==> src/hw/sec_regs.svh <==
`ifndef SEC_REGS_SVH
`define SEC_REGS_SVH

// ==========================================================
// register map (byte offsets on the avalon slave)
`define SEC_OFS_CMD 8'h00
`define SEC_OFS_ADDR 8'h04
`define SEC_OFS_COUNT 8'h08
`define SEC_OFS_PINS 8'h0C
`define SEC_OFS_STAT 8'h10
`define SEC_OFS_DATA_LO 8'h40
`define SEC_OFS_DATA_HI 8'h7C

// ==========================================================
// field positions
`define SEC_PINS_INHIBIT 0
`define SEC_PINS_PAUSE 1
`define SEC_STAT_RUNNING 0
`define SEC_STAT_DEV_BUSY 1
`define SEC_STAT_REFUSED 2
`define SEC_STAT_LAST_LSB 8
`define SEC_DEV_READY_BIT 0
`define SEC_DEV_WEL_BIT 1
`define SEC_DEV_BP_LSB 2

// ==========================================================
// reset values and page size
`define SEC_RST_ADDR 9'h000
`define SEC_RST_COUNT 5'h01
`define SEC_RST_STATUS 8'h00
`define SEC_PAGE_BYTES 5'h10

// ==========================================================
// device opcodes
`define SEC_OP_LATCH_SET 8'h06
`define SEC_OP_LATCH_CLR 8'h04
`define SEC_OP_STAT_RD 8'h05
`define SEC_OP_STAT_WR 8'h01
`define SEC_OP_ARR_RD_LO 3'h3
`define SEC_OP_ARR_WR_LO 3'h2
`define SEC_OP_ZERO_HI 4'h0

// ==========================================================
// protected range lower bounds, largest density
`define SEC_PROT_QUARTER 9'h180
`define SEC_PROT_HALF 9'h100
`define SEC_PROT_FULL 9'h000

// ==========================================================
// timing
`define SEC_CLK_NS 100
`define SEC_SCK_HALF_NS 200
`define SEC_SCK_HALF_CYC ((`SEC_SCK_HALF_NS + `SEC_CLK_NS - 1) / `SEC_CLK_NS)
`define SEC_CS_GAP_NS 50
`define SEC_CS_GAP_CYC ((`SEC_CS_GAP_NS + `SEC_CLK_NS - 1) / `SEC_CLK_NS)

`endif

==> src/hw/sec_pkg.sv <==
package sec_pkg;

   typedef enum logic [2:0] {
      cmd_latch_set,
      cmd_latch_clear,
      cmd_status_read,
      cmd_status_write,
      cmd_array_read,
      cmd_array_write
   } sec_cmd_t;

   typedef enum logic [2:0] {
      st_idle,
      st_setup,
      st_byte,
      st_hold,
      st_desel
   } sec_state_t;

   typedef struct packed {
      logic sck;
      logic mosi;
      logic hold_n;
   } sec_shift_out_t;

endpackage : sec_pkg

==> src/hw/sec_host.sv <==
// Operation
// - opcode 06h sets latch, 04h clears
// - 05h reads status, 01h writes status
// - array read/write opcodes carry address bit eight
// - data sampled rising, output changes falling
// - every command begins with select falling
// - programming starts on select rising
// - pause and resume only while clock low
// - pause pin high when unused
// - latch set needs deselect first
// - byte write: opcode, address, data, deselect
//
// Decided for this implementation: the placing of the registers and register access over Avalon-MM.
`timescale 1ns/1ps
`include "sec_regs.svh"

module sec_host
   import sec_pkg::*;
(
   input wire logic clock,
   input wire logic rst,
   input wire logic [7:0] avs_address,
   input wire logic avs_read,
   input wire logic avs_write,
   input wire logic [31:0] avs_writedata,
   output logic [31:0] avs_readdata,
   output logic avs_waitrequest,
   output logic spi_cs_n,
   output logic spi_sck,
   output logic spi_mosi,
   output logic spi_hold_n,
   output logic spi_wp_n,
   input wire logic spi_miso
);

   sec_cmd_t cmd_kind;
   sec_cmd_t eff_kind;
   sec_state_t state;
   logic [8:0] addr_reg;
   logic [4:0] count_reg;
   logic pause_req;
   logic running;
   logic dev_busy;
   logic refused;
   logic poll;
   logic [7:0] last_status;
   logic [7:0] page_mem [0:15];
   logic [4:0] byte_idx;
   logic [4:0] nbytes;
   logic [3:0] gap_cnt;
   logic [3:0] data_idx;
   logic [7:0] tx_byte;
   logic shift_start;
   logic shift_done;
   logic [7:0] shift_rx;
   logic tick;
   sec_shift_out_t shift_pins;
   logic acc_write;
   logic launch;
   logic bad_launch;
   logic [8:0] prot_base;
   logic is_write_cmd;

   assign acc_write = avs_write && !avs_waitrequest;

   // ==========================================================
   // helpers
   sec_tick_div u_div (
      .clock(clock),
      .rst(rst),
      .tick(tick)
   );

   sec_spi_shift u_shift (
      .clock(clock),
      .rst(rst),
      .tick(tick),
      .start(shift_start),
      .tx_byte(tx_byte),
      .pause(pause_req),
      .miso(spi_miso),
      .pins(shift_pins),
      .done(shift_done),
      .rx_byte(shift_rx)
   );

   assign spi_sck = shift_pins.sck;
   assign spi_mosi = shift_pins.mosi;
   assign spi_hold_n = shift_pins.hold_n;

   // ==========================================================
   // command decode
   always_comb begin
      eff_kind = poll ? cmd_status_read : cmd_kind;
      data_idx = 4'(byte_idx - 5'h2);
      is_write_cmd = (cmd_kind == cmd_array_write) || (cmd_kind == cmd_status_write);
      case (eff_kind)
         cmd_latch_set: nbytes = 5'h1;
         cmd_latch_clear: nbytes = 5'h1;
         cmd_status_read: nbytes = 5'h2;
         cmd_status_write: nbytes = 5'h2;
         default: nbytes = count_reg + 5'h2;
      endcase
   end

   always_comb begin
      tx_byte = 8'h00;
      if (byte_idx == 5'h0) begin
         case (eff_kind)
            cmd_latch_set: tx_byte = `SEC_OP_LATCH_SET;
            cmd_latch_clear: tx_byte = `SEC_OP_LATCH_CLR;
            cmd_status_read: tx_byte = `SEC_OP_STAT_RD;
            cmd_status_write: tx_byte = `SEC_OP_STAT_WR;
            cmd_array_read: tx_byte = {`SEC_OP_ZERO_HI, addr_reg[8], `SEC_OP_ARR_RD_LO};
            cmd_array_write: tx_byte = {`SEC_OP_ZERO_HI, addr_reg[8], `SEC_OP_ARR_WR_LO};
            default: tx_byte = `SEC_OP_STAT_RD;
         endcase
      end else if (byte_idx == 5'h1) begin
         case (eff_kind)
            cmd_status_write: tx_byte = {4'h0, page_mem[0][3:2], 2'b00};
            cmd_array_read: tx_byte = addr_reg[7:0];
            cmd_array_write: tx_byte = addr_reg[7:0];
            default: tx_byte = 8'h00;
         endcase
      end else if (eff_kind == cmd_array_write) begin
         tx_byte = page_mem[data_idx];
      end
   end

   // ==========================================================
   // protection check against last known status
   always_comb begin
      case (last_status[`SEC_DEV_BP_LSB +: 2])
         2'b01: prot_base = `SEC_PROT_QUARTER;
         2'b10: prot_base = `SEC_PROT_HALF;
         2'b11: prot_base = `SEC_PROT_FULL;
         default: prot_base = 9'h000;
      endcase
   end

   // a command is taken only when idle and its code is defined
   assign launch = acc_write && (avs_address == `SEC_OFS_CMD) && !running
      && (avs_writedata[2:0] <= 3'(cmd_array_write));
   // undefined codes never reach the pins
   assign bad_launch = acc_write && (avs_address == `SEC_OFS_CMD) && (running
      || (avs_writedata[2:0] > 3'(cmd_array_write))
      || ((3'(avs_writedata[2:0]) == 3'(cmd_array_write))
         && (last_status[`SEC_DEV_BP_LSB +: 2] != 2'b00)
         && ({addr_reg[8:4], 4'h0} >= prot_base)));

   // ==========================================================
   // avalon slave: one wait cycle on every access
   always_ff @(posedge clock or posedge rst) begin
      if (rst) begin
         avs_waitrequest <= 1'b1;
      end else begin
         avs_waitrequest <= !((avs_read || avs_write) && avs_waitrequest);
      end
   end

   always_ff @(posedge clock or posedge rst) begin
      if (rst) begin
         avs_readdata <= 32'h0000_0000;
      end else if (avs_read && avs_waitrequest) begin
         avs_readdata <= 32'h0000_0000;
         if (avs_address == `SEC_OFS_CMD) begin
            avs_readdata[2:0] <= cmd_kind;
         end else if (avs_address == `SEC_OFS_ADDR) begin
            avs_readdata[8:0] <= addr_reg;
         end else if (avs_address == `SEC_OFS_COUNT) begin
            avs_readdata[4:0] <= count_reg;
         end else if (avs_address == `SEC_OFS_PINS) begin
            avs_readdata[`SEC_PINS_INHIBIT] <= !spi_wp_n;
            avs_readdata[`SEC_PINS_PAUSE] <= pause_req;
         end else if (avs_address == `SEC_OFS_STAT) begin
            avs_readdata[`SEC_STAT_RUNNING] <= running;
            avs_readdata[`SEC_STAT_DEV_BUSY] <= dev_busy;
            avs_readdata[`SEC_STAT_REFUSED] <= refused;
            avs_readdata[`SEC_STAT_LAST_LSB +: 8] <= last_status;
         end else if (avs_address >= `SEC_OFS_DATA_LO && avs_address <= `SEC_OFS_DATA_HI) begin
            avs_readdata[7:0] <= page_mem[avs_address[5:2]];
         end
      end
   end

   // ==========================================================
   // configuration registers, refused while a command runs
   always_ff @(posedge clock or posedge rst) begin
      if (rst) begin
         cmd_kind <= cmd_latch_set;
         addr_reg <= `SEC_RST_ADDR;
         count_reg <= `SEC_RST_COUNT;
      end else if (launch) begin
         cmd_kind <= sec_cmd_t'(avs_writedata[2:0]);
      end else if (acc_write && !running) begin
         if (avs_address == `SEC_OFS_ADDR) begin
            addr_reg <= avs_writedata[8:0];
         end
         if (avs_address == `SEC_OFS_COUNT) begin
            // page limited to sixteen bytes, zero taken as one
            if (avs_writedata[4:0] == 5'h0) begin
               count_reg <= 5'h1;
            end else if (avs_writedata[4:0] > `SEC_PAGE_BYTES) begin
               count_reg <= `SEC_PAGE_BYTES;
            end else begin
               count_reg <= avs_writedata[4:0];
            end
         end
      end
   end

   // pin controls stay writable at any time
   always_ff @(posedge clock or posedge rst) begin
      if (rst) begin
         spi_wp_n <= 1'b1;
         pause_req <= 1'b0;
      end else if (acc_write && avs_address == `SEC_OFS_PINS) begin
         spi_wp_n <= !avs_writedata[`SEC_PINS_INHIBIT];
         pause_req <= avs_writedata[`SEC_PINS_PAUSE];
      end
   end

   // sticky refusal flag, a new refusal wins over the clear
   always_ff @(posedge clock or posedge rst) begin
      if (rst) begin
         refused <= 1'b0;
      end else if (bad_launch) begin
         refused <= 1'b1;
      end else if (acc_write && avs_address == `SEC_OFS_STAT
         && avs_writedata[`SEC_STAT_REFUSED]) begin
         refused <= 1'b0;
      end
   end

   // ==========================================================
   // page buffer: software fills it, array reads land in it
   always_ff @(posedge clock) begin
      if (shift_done && eff_kind == cmd_array_read && byte_idx >= 5'h2) begin
         page_mem[data_idx] <= shift_rx;
      end else if (acc_write && !running && avs_address >= `SEC_OFS_DATA_LO
         && avs_address <= `SEC_OFS_DATA_HI) begin
         page_mem[avs_address[5:2]] <= avs_writedata[7:0];
      end
   end

   // ==========================================================
   // device status as last read back
   always_ff @(posedge clock or posedge rst) begin
      if (rst) begin
         last_status <= `SEC_RST_STATUS;
         dev_busy <= 1'b0;
      end else if (shift_done && eff_kind == cmd_status_read && byte_idx == 5'h1) begin
         last_status <= shift_rx;
         dev_busy <= shift_rx[`SEC_DEV_READY_BIT];
      end
   end

   // ==========================================================
   // frame sequencer
   always_ff @(posedge clock or posedge rst) begin
      if (rst) begin
         state <= st_idle;
         spi_cs_n <= 1'b1;
         running <= 1'b0;
         poll <= 1'b0;
         byte_idx <= 5'h0;
         gap_cnt <= 4'h0;
         shift_start <= 1'b0;
      end else begin
         shift_start <= 1'b0;
         case (state)
            st_idle: begin
               if (launch) begin
                  running <= 1'b1;
                  poll <= 1'b0;
                  state <= st_setup;
                  gap_cnt <= 4'(`SEC_CS_GAP_CYC);
                  byte_idx <= 5'h0;
                  spi_cs_n <= 1'b0;
               end
            end
            st_setup: begin
               if (gap_cnt > 4'h1) begin
                  gap_cnt <= gap_cnt - 4'h1;
               end else begin
                  shift_start <= 1'b1;
                  state <= st_byte;
               end
            end
            st_byte: begin
               if (shift_done) begin
                  if (byte_idx + 5'h1 == nbytes) begin
                     state <= st_hold;
                     gap_cnt <= 4'(`SEC_CS_GAP_CYC);
                  end else begin
                     byte_idx <= byte_idx + 5'h1;
                     shift_start <= 1'b1;
                  end
               end
            end
            st_hold: begin
               if (gap_cnt > 4'h1) begin
                  gap_cnt <= gap_cnt - 4'h1;
               end else begin
                  // every command in its own frame
                  spi_cs_n <= 1'b1;
                  state <= st_desel;
                  gap_cnt <= 4'(`SEC_CS_GAP_CYC);
               end
            end
            st_desel: begin
               if (gap_cnt > 4'h1) begin
                  gap_cnt <= gap_cnt - 4'h1;
               end else if ((is_write_cmd && !poll) || (poll && dev_busy)) begin
                  poll <= 1'b1;
                  byte_idx <= 5'h0;
                  spi_cs_n <= 1'b0;
                  state <= st_setup;
                  gap_cnt <= 4'(`SEC_CS_GAP_CYC);
               end else begin
                  running <= 1'b0;
                  poll <= 1'b0;
                  state <= st_idle;
               end
            end
            default: begin
               state <= st_idle;
               spi_cs_n <= 1'b1;
               running <= 1'b0;
            end
         endcase
      end
   end

endmodule : sec_host

==> src/hw/sec_spi_shift.sv <==
`timescale 1ns/1ps
`include "sec_regs.svh"

module sec_spi_shift
   import sec_pkg::*;
(
   input wire logic clock,
   input wire logic rst,
   input wire logic tick,
   input wire logic start,
   input wire logic [7:0] tx_byte,
   input wire logic pause,
   input wire logic miso,
   output sec_shift_out_t pins,
   output logic done,
   output logic [7:0] rx_byte
);

   logic miso_meta;
   logic miso_sync;
   logic active;
   logic [2:0] bit_cnt;
   logic [7:0] shreg;

   // ==========================================================
   // input synchroniser
   always_ff @(posedge clock or posedge rst) begin
      if (rst) begin
         miso_meta <= 1'b0;
         miso_sync <= 1'b0;
      end else begin
         miso_meta <= miso;
         miso_sync <= miso_meta;
      end
   end

   // ==========================================================
   // mode 0 shifter
   // sampling happens at the falling tick: the synchroniser lag of two
   // cycles then points back at the rising edge, so half period >= 2
   always_ff @(posedge clock or posedge rst) begin
      if (rst) begin
         active <= 1'b0;
         bit_cnt <= 3'h0;
         shreg <= 8'h00;
         rx_byte <= 8'h00;
         done <= 1'b0;
         pins <= '{sck: 1'b0, mosi: 1'b0, hold_n: 1'b1};
      end else begin
         done <= 1'b0;
         if (start && !active) begin
            active <= 1'b1;
            bit_cnt <= 3'h0;
            shreg <= tx_byte;
            pins.mosi <= tx_byte[7];
         end else if (active && tick) begin
            if (!pins.sck) begin
               if (pause) begin
                  pins.hold_n <= 1'b0;
               end else if (!pins.hold_n) begin
                  pins.hold_n <= 1'b1;
               end else begin
                  pins.sck <= 1'b1;
               end
            end else begin
               pins.sck <= 1'b0;
               rx_byte <= {rx_byte[6:0], miso_sync};
               if (bit_cnt == 3'h7) begin
                  active <= 1'b0;
                  done <= 1'b1;
               end else begin
                  bit_cnt <= bit_cnt + 3'h1;
                  shreg <= {shreg[6:0], 1'b0};
                  pins.mosi <= shreg[6];
               end
            end
         end
      end
   end

endmodule : sec_spi_shift

==> src/hw/sec_tick_div.sv <==
`timescale 1ns/1ps
`include "sec_regs.svh"

module sec_tick_div
   import sec_pkg::*;
(
   input wire logic clock,
   input wire logic rst,
   output logic tick
);

   logic [3:0] cnt;

   // ==========================================================
   // half-period enable for the serial clock
   always_ff @(posedge clock or posedge rst) begin
      if (rst) begin
         cnt <= 4'h0;
         tick <= 1'b0;
      end else if (cnt == 4'(`SEC_SCK_HALF_CYC - 1)) begin
         cnt <= 4'h0;
         tick <= 1'b1;
      end else begin
         cnt <= cnt + 4'h1;
         tick <= 1'b0;
      end
   end

endmodule : sec_tick_div

==> config.mk <==
export PLATFORM = sky130hd
export DESIGN_NAME = sec_host
export DESIGN_NICKNAME = d
export VERILOG_FILES = /design/src/hw/sec_pkg.sv /design/src/hw/sec_host.sv /design/src/hw/sec_spi_shift.sv /design/src/hw/sec_tick_div.sv
export VERILOG_INCLUDE_DIRS = /design/src /design/src/hw
export SDC_FILE = /design/constraint.sdc
export NUM_CORES = 1
export LEC_CHECK = 0
export BUFFER_PORTS_ARGS = -buffer_cell sky130_fd_sc_hd__buf_2
export CAP_MARGIN = 20
export CORE_ASPECT_RATIO = 0.9
export CORE_UTILIZATION = 32
export DETAILED_ROUTE_END_ITERATION = 12
export GPL_ROUTABILITY_DRIVEN = 0
export GPL_TIMING_DRIVEN = 0
export PLACE_DENSITY = 0.56
export SKIP_CTS_REPAIR_TIMING = 1
export SYNTH_ARGS = -nofsm -noshare
export SYNTH_HDL_FRONTEND = slang
export SYNTH_SLANG_ARGS = --single-unit
==> constraint.sdc <==
create_clock -name clock -period 4 [get_ports clock]
set_input_delay 0.2 -clock clock [delete_from_list [all_inputs] [get_ports clock]]
set_output_delay 0.2 -clock clock [all_outputs]
set_load 0.05 [all_outputs]
Word-level counts from Yosys, hierarchy flattened
Memories as Yosys holds them, arrays and structs flattened. Index checks and enable logic that the tools add are counted.

Register bits after elaboration: 92. Bits in latches: 0. Bits in writable memories: 128. Bits in read-only memories: 0. Word-level logic and storage cells: 259. Memories kept: 1.

Memory list: page_mem (words 16, width 8, read ports 3, clocked after Yosys merged registers in 0, write ports 1, line sec_host.sv:47) `logic [7:0] page_mem [0:15];`.

$add $sub $neg: 6. Multiply operators: 0. Divide/modulo/power cells: 0. Magnitude comparators: 8. Equal/unequal tests: 34. Shift-type cells: 0. Muxes and demuxes: 108. Bitwise gates (word level): 5. Reductions and logical operators: 68.

Operator list (number): 8-bit 2-to-1 mux (12); 3-bit 2-to-1 mux (18); 5-bit 2-to-1 mux (9); 4-bit one-hot mux with 5 select lines (2); 1-bit 2-to-1 mux (38); 4-bit 2-to-1 mux (9); 7-bit 2-to-1 mux (5); 1-bit logical AND (24); 3-bit AND reduction (7); 3-bit == test, second input constant (6); 2-bit != test, second input constant (9); 9-bit one-hot mux with 2 select lines (1); 6-bit AND reduction (3); 8-bit by 4-bit == test with 1-bit output, second input constant (2); 8-bit one-hot mux with 2 select lines (1); 3-bit by 2-bit == test with 1-bit output, second input constant (5); 3-bit one-hot mux with 5 select lines (1); 5-bit one-hot mux with 3 select lines (1); 14-bit 2-to-1 mux (1); 13-bit 2-to-1 mux (1); 2-bit nonzero test (6); 11-bit 2-to-1 mux (1); 5-bit zero test (2); 5-bit one-hot mux with 2 select lines (1); 42 further kinds (64).

Longest topological paths before layout
Gate-level depths: netlist of run 1.

Depth after elaboration: 19. Gate-level depth with buffers: 11. Gate-level depth less buffers: 9.

Modules after synthesis
From an unflattened synthesis of run 1, not the netlist that was laid out.

Cell total of the unflattened synthesis: 805. Area, all modules: 11249.5 um2.

Modules (own cells, without submodules): sec_host (times used 1, cells each 709, area each 9998.3 um2, seq. area each 5375.2 um2); sec_spi_shift (times used 1, cells each 80, area each 1066.0 um2, seq. area each 626.9 um2); sec_tick_div (times used 1, cells each 16, area each 185.2 um2, seq. area each 125.1 um2).

Least setup slack after synthesis of run 1
Ideal clock, no wire load.

Path kind: reg-to-reg. Start point: register byte_idx[1]. End point: memory page_mem[13][0] (enable). Setup time: 0.370 ns. Arrival: 2.888 ns. Path slack: 0.742 ns. Stages on the path, launching flop included: 12. Buffers on the path: 4. Clock period less this slack: 3.258 ns. Path through: dfrtp_1 buf_2 buf_1 inv_1 ha_1 or3b_1 o2111a_1 nor4_4 buf_4 buf_6 a21oi_2 nor2_1.

Word-level cells in the longest chain between the ends: 6.

Ends and longest elaborated chain: start, declared (line sec_host.sv:48) `logic [4:0] byte_idx;`; start signal, assigned (line sec_host.sv:296) `byte_idx <= byte_idx + 5'h1;`; 5-bit by 2-bit greater-or-equal comparator with 1-bit output (line sec_host.sv:238) `if (shift_done && eff_kind == cmd_array_read && byte_idx >= 5'h2) begin`; 1-bit logical AND (line sec_host.sv:238); 1-bit 2-to-1 mux (line sec_host.sv:238); 1-bit 2-to-1 mux (not written as such) (line sec_host.sv:242) `page_mem[avs_address[5:2]] <= avs_writedata[7:0];`; 8-bit OR reduction (no source line); 4-bit 2-to-1 mux (no source line) / 1-bit 2-to-1 mux (equally long branches); end, declared (line sec_host.sv:47).

Parallel ways exist; a longest one is shown, timed or not.

Final worst setup path of run 1
Start point: register byte_idx[1]. End point: memory page_mem[15][6] (enable).

The elaborated chain is that of the path after synthesis.

==> results.cfg, run 1 <==
[critical_path]
worst_path_largest_cell_delay_ns = 0.53
crit_path_top_delay_cell = nor2_1
path_class = flip-flop to flip-flop
timing.critical_path.from_type = flip-flop
cp_cell_sequence = buf_2 -> inv_1 -> ha_1 -> or3b_1 -> o2111a_1 -> nor4_4 -> buf_4 -> a31oi_2 -> nor2_1 -> buf_6
crit_end_element = flip-flop
critical-path-top-delay-family = simple AND/OR/NAND/NOR gates
critPathRequiredTime_ns = 4.23
critical_path.n_buffers_inverters = 4
timing.critical_path.fanout_max = 18
arrival_ns = 4.07

[timing]
grt_setup_unrepaired = no
finalSetupTns_ns = 0
final_min_period_over_clock_period_pct = 96.0
max_freq_mhz = 260
drv_slew = 0
min_period_ns = 3.84
max_slew_margin_pct = 29.4
finalSetupViolCount = 0
fin_skew_ns = 0.0117
tightestPinTransition_ns = 1.06
whs_ns = 0.0287
final_hold_viol_count = 0
finalWorstSetupSlack_ns = 0.160

[finish]
fillers = 3281
layout-drive-gt1-share_pct = 28.3
area_growth_from_synthesis_to_layout_pct = 17.1
postLayoutCoreUtil_pct = 38.3
diodes = 0
final_cells = 1383
largest_register_ffs = 128
fin_nets = 963

[synth]
async_reset_ff_share_pct = 41.6
ffs_latches_synth = 219
synthDominantAreaCellType = edfxtp_1
synth_cells = 797
netlist-cell-type-count = 76
synth_area_leaders = edfxtp_1 (34%), dfrtp_1 (19%), mux4_2 (16%)
synth.yosys.seq_area_share_pct = 54.7
ys_dominant_reg_cell = edfxtp_1
synth.top_cell.area_share_pct = 34.3
synth_edf_count = 128
post_synth.cell_area_avg_um2 = 14.1
post_synth_instance_area_um2 = 11200
synth-warning-count = 0

[detailed_routing]
routed_wire_length_per_instance_um = 22.5
num_vias = 7502
drtAntennaViolNets = 0
drt_pre_antenna_iters = 5
vias_per_cell = 5.42
totalWireLength_mm = 31.2
drt_first_iter_violations = 696
remaining_drc_errors = 0

[clocking]
clock_insertion_delay_worst_skew_ns = 0.52
tritoncts.num_buffers = 24
clock_tree.buffer_depth = 3
cts.root.buffer_cell = clkbuf_16
tritoncts = built
htree_num_levels = 1
worst_setup_hold_path_clk_slew_ns = 0.06
numClockSinks = 219

[global_route]
first_global_vias = 7340
grt_first_pass_wirelength_mm = 47.2
number_of_antenna_violations_at_the_first_check_in_global_routing = 0
track_usage_pct = 17.7
grt.overflow.total = 0
grt_start_max_net_pins = 62

[place]
dpl.hpwl_mm = 22.3
detailedPlace.worstSlack_ns = -0.543
io_buffer_count = 40
place_inst = 1323

[die]
placeable_area_um2 = 34300
initial_core_utilization_pct = 32.7
fp.dieH_um = 180
design.die.area_um2 = 35800
placement_rows = 64
horizontal_die_dimension_um = 199
io_pins = 83

[worst_hold_path]
holdCritPathClass = input pin to flip-flop

[power_and_ir_drop]
leakagePower_nw = 4.94
pwr_density_nw_per_um2 = 558
ir_drop_v = 0.000270

[run_status]
outcome = finished, final reports clean

[job]
max_cap_violation_count = 0
-- final timing paths --
path / from / slack (ns) / endpoint / depth (start not counted)
worst max register to register: byte_idx[1]$_DFFE_PP0P_ / 0.16 / page_mem[15][6]$_DFFE_PP_ / 10
worst min-delay path: avs_writedata[1] / 0.03 / cmd_kind[1]$_DFFE_PP0P_ / 3
max in group asynchronous: rst / 3.08 / u_shift.pins[0]$_DFFE_PP1P_ / 4
worst min register to register: u_shift.miso_meta$_DFF_PP0_ / 0.35 / u_shift.miso_sync$_DFF_PP0_ / 0
worst max-delay path: byte_idx[1]$_DFFE_PP0P_ / 0.16 / page_mem[15][6]$_DFFE_PP_ / 10
min in group asynchronous: rst / 0.25 / pause_req$_DFFE_PP0P_ / 3
-- power by group --
part           leakage, nW  internal [mW]  switching (mW)
combinational         2.22          0.885            1.38
clock                0.375           1.23           0.908
sequential            2.34           2.75           0.166
total                 4.94           4.86            2.46
-- stage by stage --
| step | power [mW] | cell area (µm²) |
|---|---|---|
| CTS | 7.34 | 12900 |
| global placement | 5.18 | 12000 |
| detailed placement | 5.21 | 12200 |
| finish | 7.32 | 13100 |
| global route | 7.65 | 13100 |
| floorplan | 4.49 | 11300 |
-- placed cells by master (no fill, tap or decap), types with 6 or more instances in the layout --
cell	count
edfxtp_1	128
dfrtp_1	86
mux4_2	81
nand2_1	63
nor2_1	49
buf_2	49
a21oi_1	27
clkbuf_16	25
inv_1	23
nor3_1	23
clkbuf_1	22
buf_4	22
o21ai_0	21
mux2_2	20
mux2_1	17
buf_6	16
conb_1	16
ha_1	15
nand2b_1	14
a22o_1	14
xnor2_1	11
dlygate4sd3_1	11
nand3_1	8
nor3b_1	7
nor2b_1	7
a221oi_1	7
nor2_2	7
clkinv_2	7
a22oi_1	6
-- routing by layer --
metal | track usage [%] | part of all wire [%] | vias to the layer above
met5 | 0 | 0 | -
met4 | 4.95 | 2.6 | 0
met3 | 3.68 | 7.8 | 56
met2 | 27.1 | 46 | 326
met1 | 25.3 | 44 | 3829
li1 | - | - | 3291
-- tightest hold or removal path, cell delays in order --
cell and delay (ns):
buf_2 0.18, nand2_1 0.08, nand2_1 0.04
-- Yosys cell counts, types with 15 or more instances --
library cell and number:
nor3_1 23, dfrtp_1 86, o21ai_0 21, inv_1 24, mux2_2 20, nor2_1 59, mux4_2 81, mux2_1 17
ha_1 15, a21oi_1 27, nand2_1 63, edfxtp_1 128, clkbuf_1 19, buf_4 19
-- layout make-up --
cell class,count,area [µm²],area share [%]
inverters,24,92.6,0.705
repair buffers,66,484,3.69
plain buffers,56,348,2.65
well taps,462,578,4.40
clock buffers,30,654,4.99
clock inverters,14,104,0.791
flip-flops and latches,219,6130,46.7
multi-input cells,512,4740,36.1
-- logic make-up (layout without fill, tap and decap cells) --
| group | Yosys count | in the layout | share of synthesized area [%] |
|---|---|---|---|
| flip-flops | 219 | 219 | 54.7 |
| adder cells (fa/ha/maj) | 15 | 15 | 1.67 |
| buffers and inverters | 81 | 190 | 3.93 |
| multiplexers | 123 | 123 | 20.4 |
| AND/OR/NAND/NOR | 214 | 214 | 9.55 |
| other | 1 | 16 | 0.0335 |
| AO/OA/AOI/OAI | 130 | 130 | 8.45 |
| XOR/XNOR | 14 | 14 | 1.26 |
No activity file was read; power rests on OpenSTA's default activity.
==> run 2, diff against run 1 <==
CORE_UTILIZATION = 61   (was 32)
PLACE_DENSITY = 0.89   (was 0.56)
SYNTH_HIERARCHICAL = 1   (was not set)
==> results.cfg, run 2 <==
[run_status]
outcome = finished, violations left
violations = negative hold slack

[critical_path]
reg2reg_setup_slack_ns = 0.04
crit_end_element = flip-flop
critPathRequiredTime_ns = 4.13
timing.critical_path.fanout_max = 18
path_class = flip-flop to flip-flop
timing.critical_path.from_type = flip-flop
arrival_ns = 4.10

[die]
placeable_area_um2 = 17800
io_pins = 83
design.die.area_um2 = 19000
fp.dieH_um = 131
horizontal_die_dimension_um = 145
placement_rows = 46
initial_core_utilization_pct = 63.1

[timing]
finalSetupTns_ns = 0
final_min_period_over_clock_period_pct = 99.1
max_freq_mhz = 252
min_period_ns = 3.96
final_hold_viol_count = 1
max_slew_margin_pct = 21.4
tightestPinTransition_ns = 1.18
whs_ns = -0.00272
drv_slew = 0
grt_setup_unrepaired = yes
finalSetupViolCount = 0
fin_skew_ns = 0.0308
finalWorstSetupSlack_ns = 0.0371

[synth]
synth-warning-count = 6
synth_cells = 805
netlist-cell-type-count = 80
yosysMostFrequentCell = edfxtp_1
post_synth.cell_area_avg_um2 = 14.0
synthDominantAreaCellType = edfxtp_1
async_reset_ff_share_pct = 41.6
post_synth_instance_area_um2 = 11200
synth_area_leaders = edfxtp_1 (34%), dfrtp_1 (19%), mux4_2 (15%)
top_cells_by_count_synth = edfxtp_1 (128), dfrtp_1 (86), mux4_2 (77)
synth.yosys.seq_area_share_pct = 54.5
synth.top_cell.area_share_pct = 34.2
ffs_latches_synth = 219
ys_dominant_reg_cell = edfxtp_1
synth_edf_count = 128

[global_route]
grt_start_max_net_pins = 38
track_usage_pct = 32.7
first_global_vias = 7700
grt.overflow.total = 0
number_of_antenna_violations_at_the_first_check_in_global_routing = 0
grt_first_pass_wirelength_mm = 45.9

[clocking]
tritoncts.num_buffers = 22
worst_setup_hold_path_clk_slew_ns = 0.06
numClockSinks = 219
clock_insertion_delay_worst_skew_ns = 0.54
clock_tree.buffer_depth = 3
htree_num_levels = 1
tritoncts = built
cts.root.buffer_cell = clkbuf_16

[finish]
area_growth_from_synthesis_to_layout_pct = 13.6
fin_nets = 962
largest_register_ffs = 128
most-common-layout-cells = edfxtp_1 (128), dfrtp_1 (86), mux4_2 (77), nand2_1 (65)
diodes = 0
layout.cells.most_common = edfxtp_1
final_area_um2 = 12800
layout-drive-gt1-share_pct = 31.0
final_cells = 1158

[worst_hold_path]
holdCritPathClass = input pin to flip-flop

[power_and_ir_drop]
leakagePower_nw = 4.97
ir_drop_v = 0.000383
pwr_density_nw_per_um2 = 515

[place]
place_inst = 1104
dpl.hpwl_mm = 20.4
place_area_um2 = 11900
io_buffer_count = 41
detailedPlace.worstSlack_ns = -0.237

[detailed_routing]
drt_pre_antenna_iters = 8
totalWireLength_mm = 30.4
drt_first_iter_violations = 1074
remaining_drc_errors = 0
vias_per_cell = 6.89
num_vias = 7983
drtAntennaViolNets = 0
routed_wire_length_per_instance_um = 26.3

[job]
max_cap_violation_count = 0
run 2: changes by cell type after synthesis, sizes merged, moves of 5 or more:
cell    before  now
a21oi       30   21
nor3        23   14
nand3        8   24
mux2        37   54
buf         38   46
a31oi        3   10
xnor2       11    6
and2         2    9
a22o        14    2
clkbuf      19   13
run 2: worst paths after layout:
path | start | end | depth (start not counted)
setup / recovery | byte_idx[1]$_DFFE_PP0P_ | page_mem[11][0]$_DFFE_PP_ | 10
hold / removal | avs_writedata[3] | count_reg[3]$_DFFE_PP0P_ | 3
setup reg to reg | byte_idx[1]$_DFFE_PP0P_ | page_mem[11][0]$_DFFE_PP_ | 10
hold reg to reg | u_shift/miso_meta$_DFF_PP0_ | u_shift/miso_sync$_DFF_PP0_ | 0
max in group asynchronous | rst | spi_wp_n$_DFFE_PP1P_ | 4
min in group asynchronous | rst | u_div/cnt[2]$_DFF_PP0_ | 3
run 2: final cells by class:
| cell class | count | area (µm²) |
|---|---|---|
| flip-flops and latches | 219 | 6130 |
| fillers | 1104 | 5060 |
| multi-input cells | 515 | 4720 |
| clock buffers | 30 | 621 |
| repair buffers | 59 | 404 |
| plain buffers | 58 | 379 |
| well taps | 240 | 300 |
| clock inverters | 10 | 125 |
| inverters | 27 | 101 |
run 2: power by group:
group          internal, mW  switching, mW
logic                 0.623          0.969
registers              2.72          0.152
clock network          1.23          0.894
run 2: cells by family after synthesis:
family          Yosys count  share of synthesized area, %
fa+ha+maj                15                          1.67
flops                   219                          54.5
compound gates          114                          7.02
mux                     135                          21.4
xor+xnor                 10                         0.979
simple gates            225                          10.2
other cells               1                        0.0333
buf+inv                  86                          4.28
run 2: per-stage QoR:
stage | total power [mW] | utilization (%) | hold WS, ns
3_5_place_dp | 4.44 | 66.4 | 0.140
5_1_grt | 6.79 | 71.6 | 0.0133
6_report | 6.58 | 71.6 | -0.00272
3_3_place_gp | 4.36 | 66.2 | 0.120
2_1_floorplan | 4.00 | - | -0.0215
4_1_cts | 6.53 | 70.6 | -0.414
run 2: worst max-delay path, cell delays in order (launching register included):
cell and delay [ns]:
dfrtp_1 0.42, buf_2 0.30, inv_1 0.25, ha_1 0.21, or3b_1 0.34, o211ai_1 0.36
nand3_2 0.23, buf_4 0.25, nor3b_1 0.22, a31oi_1 0.15, nor2_1 0.83
run 2: routing by layer:
metal / share of wire [%] / vias up / global-route usage (%)
li1: - / 3258 / -
met1: 37 / 3889 / 44.1
met2: 46 / 684 / 52.9
met3: 11 / 152 / 6.11
met4: 5.5 / 0 / 14.7
met5: 0 / - / 0
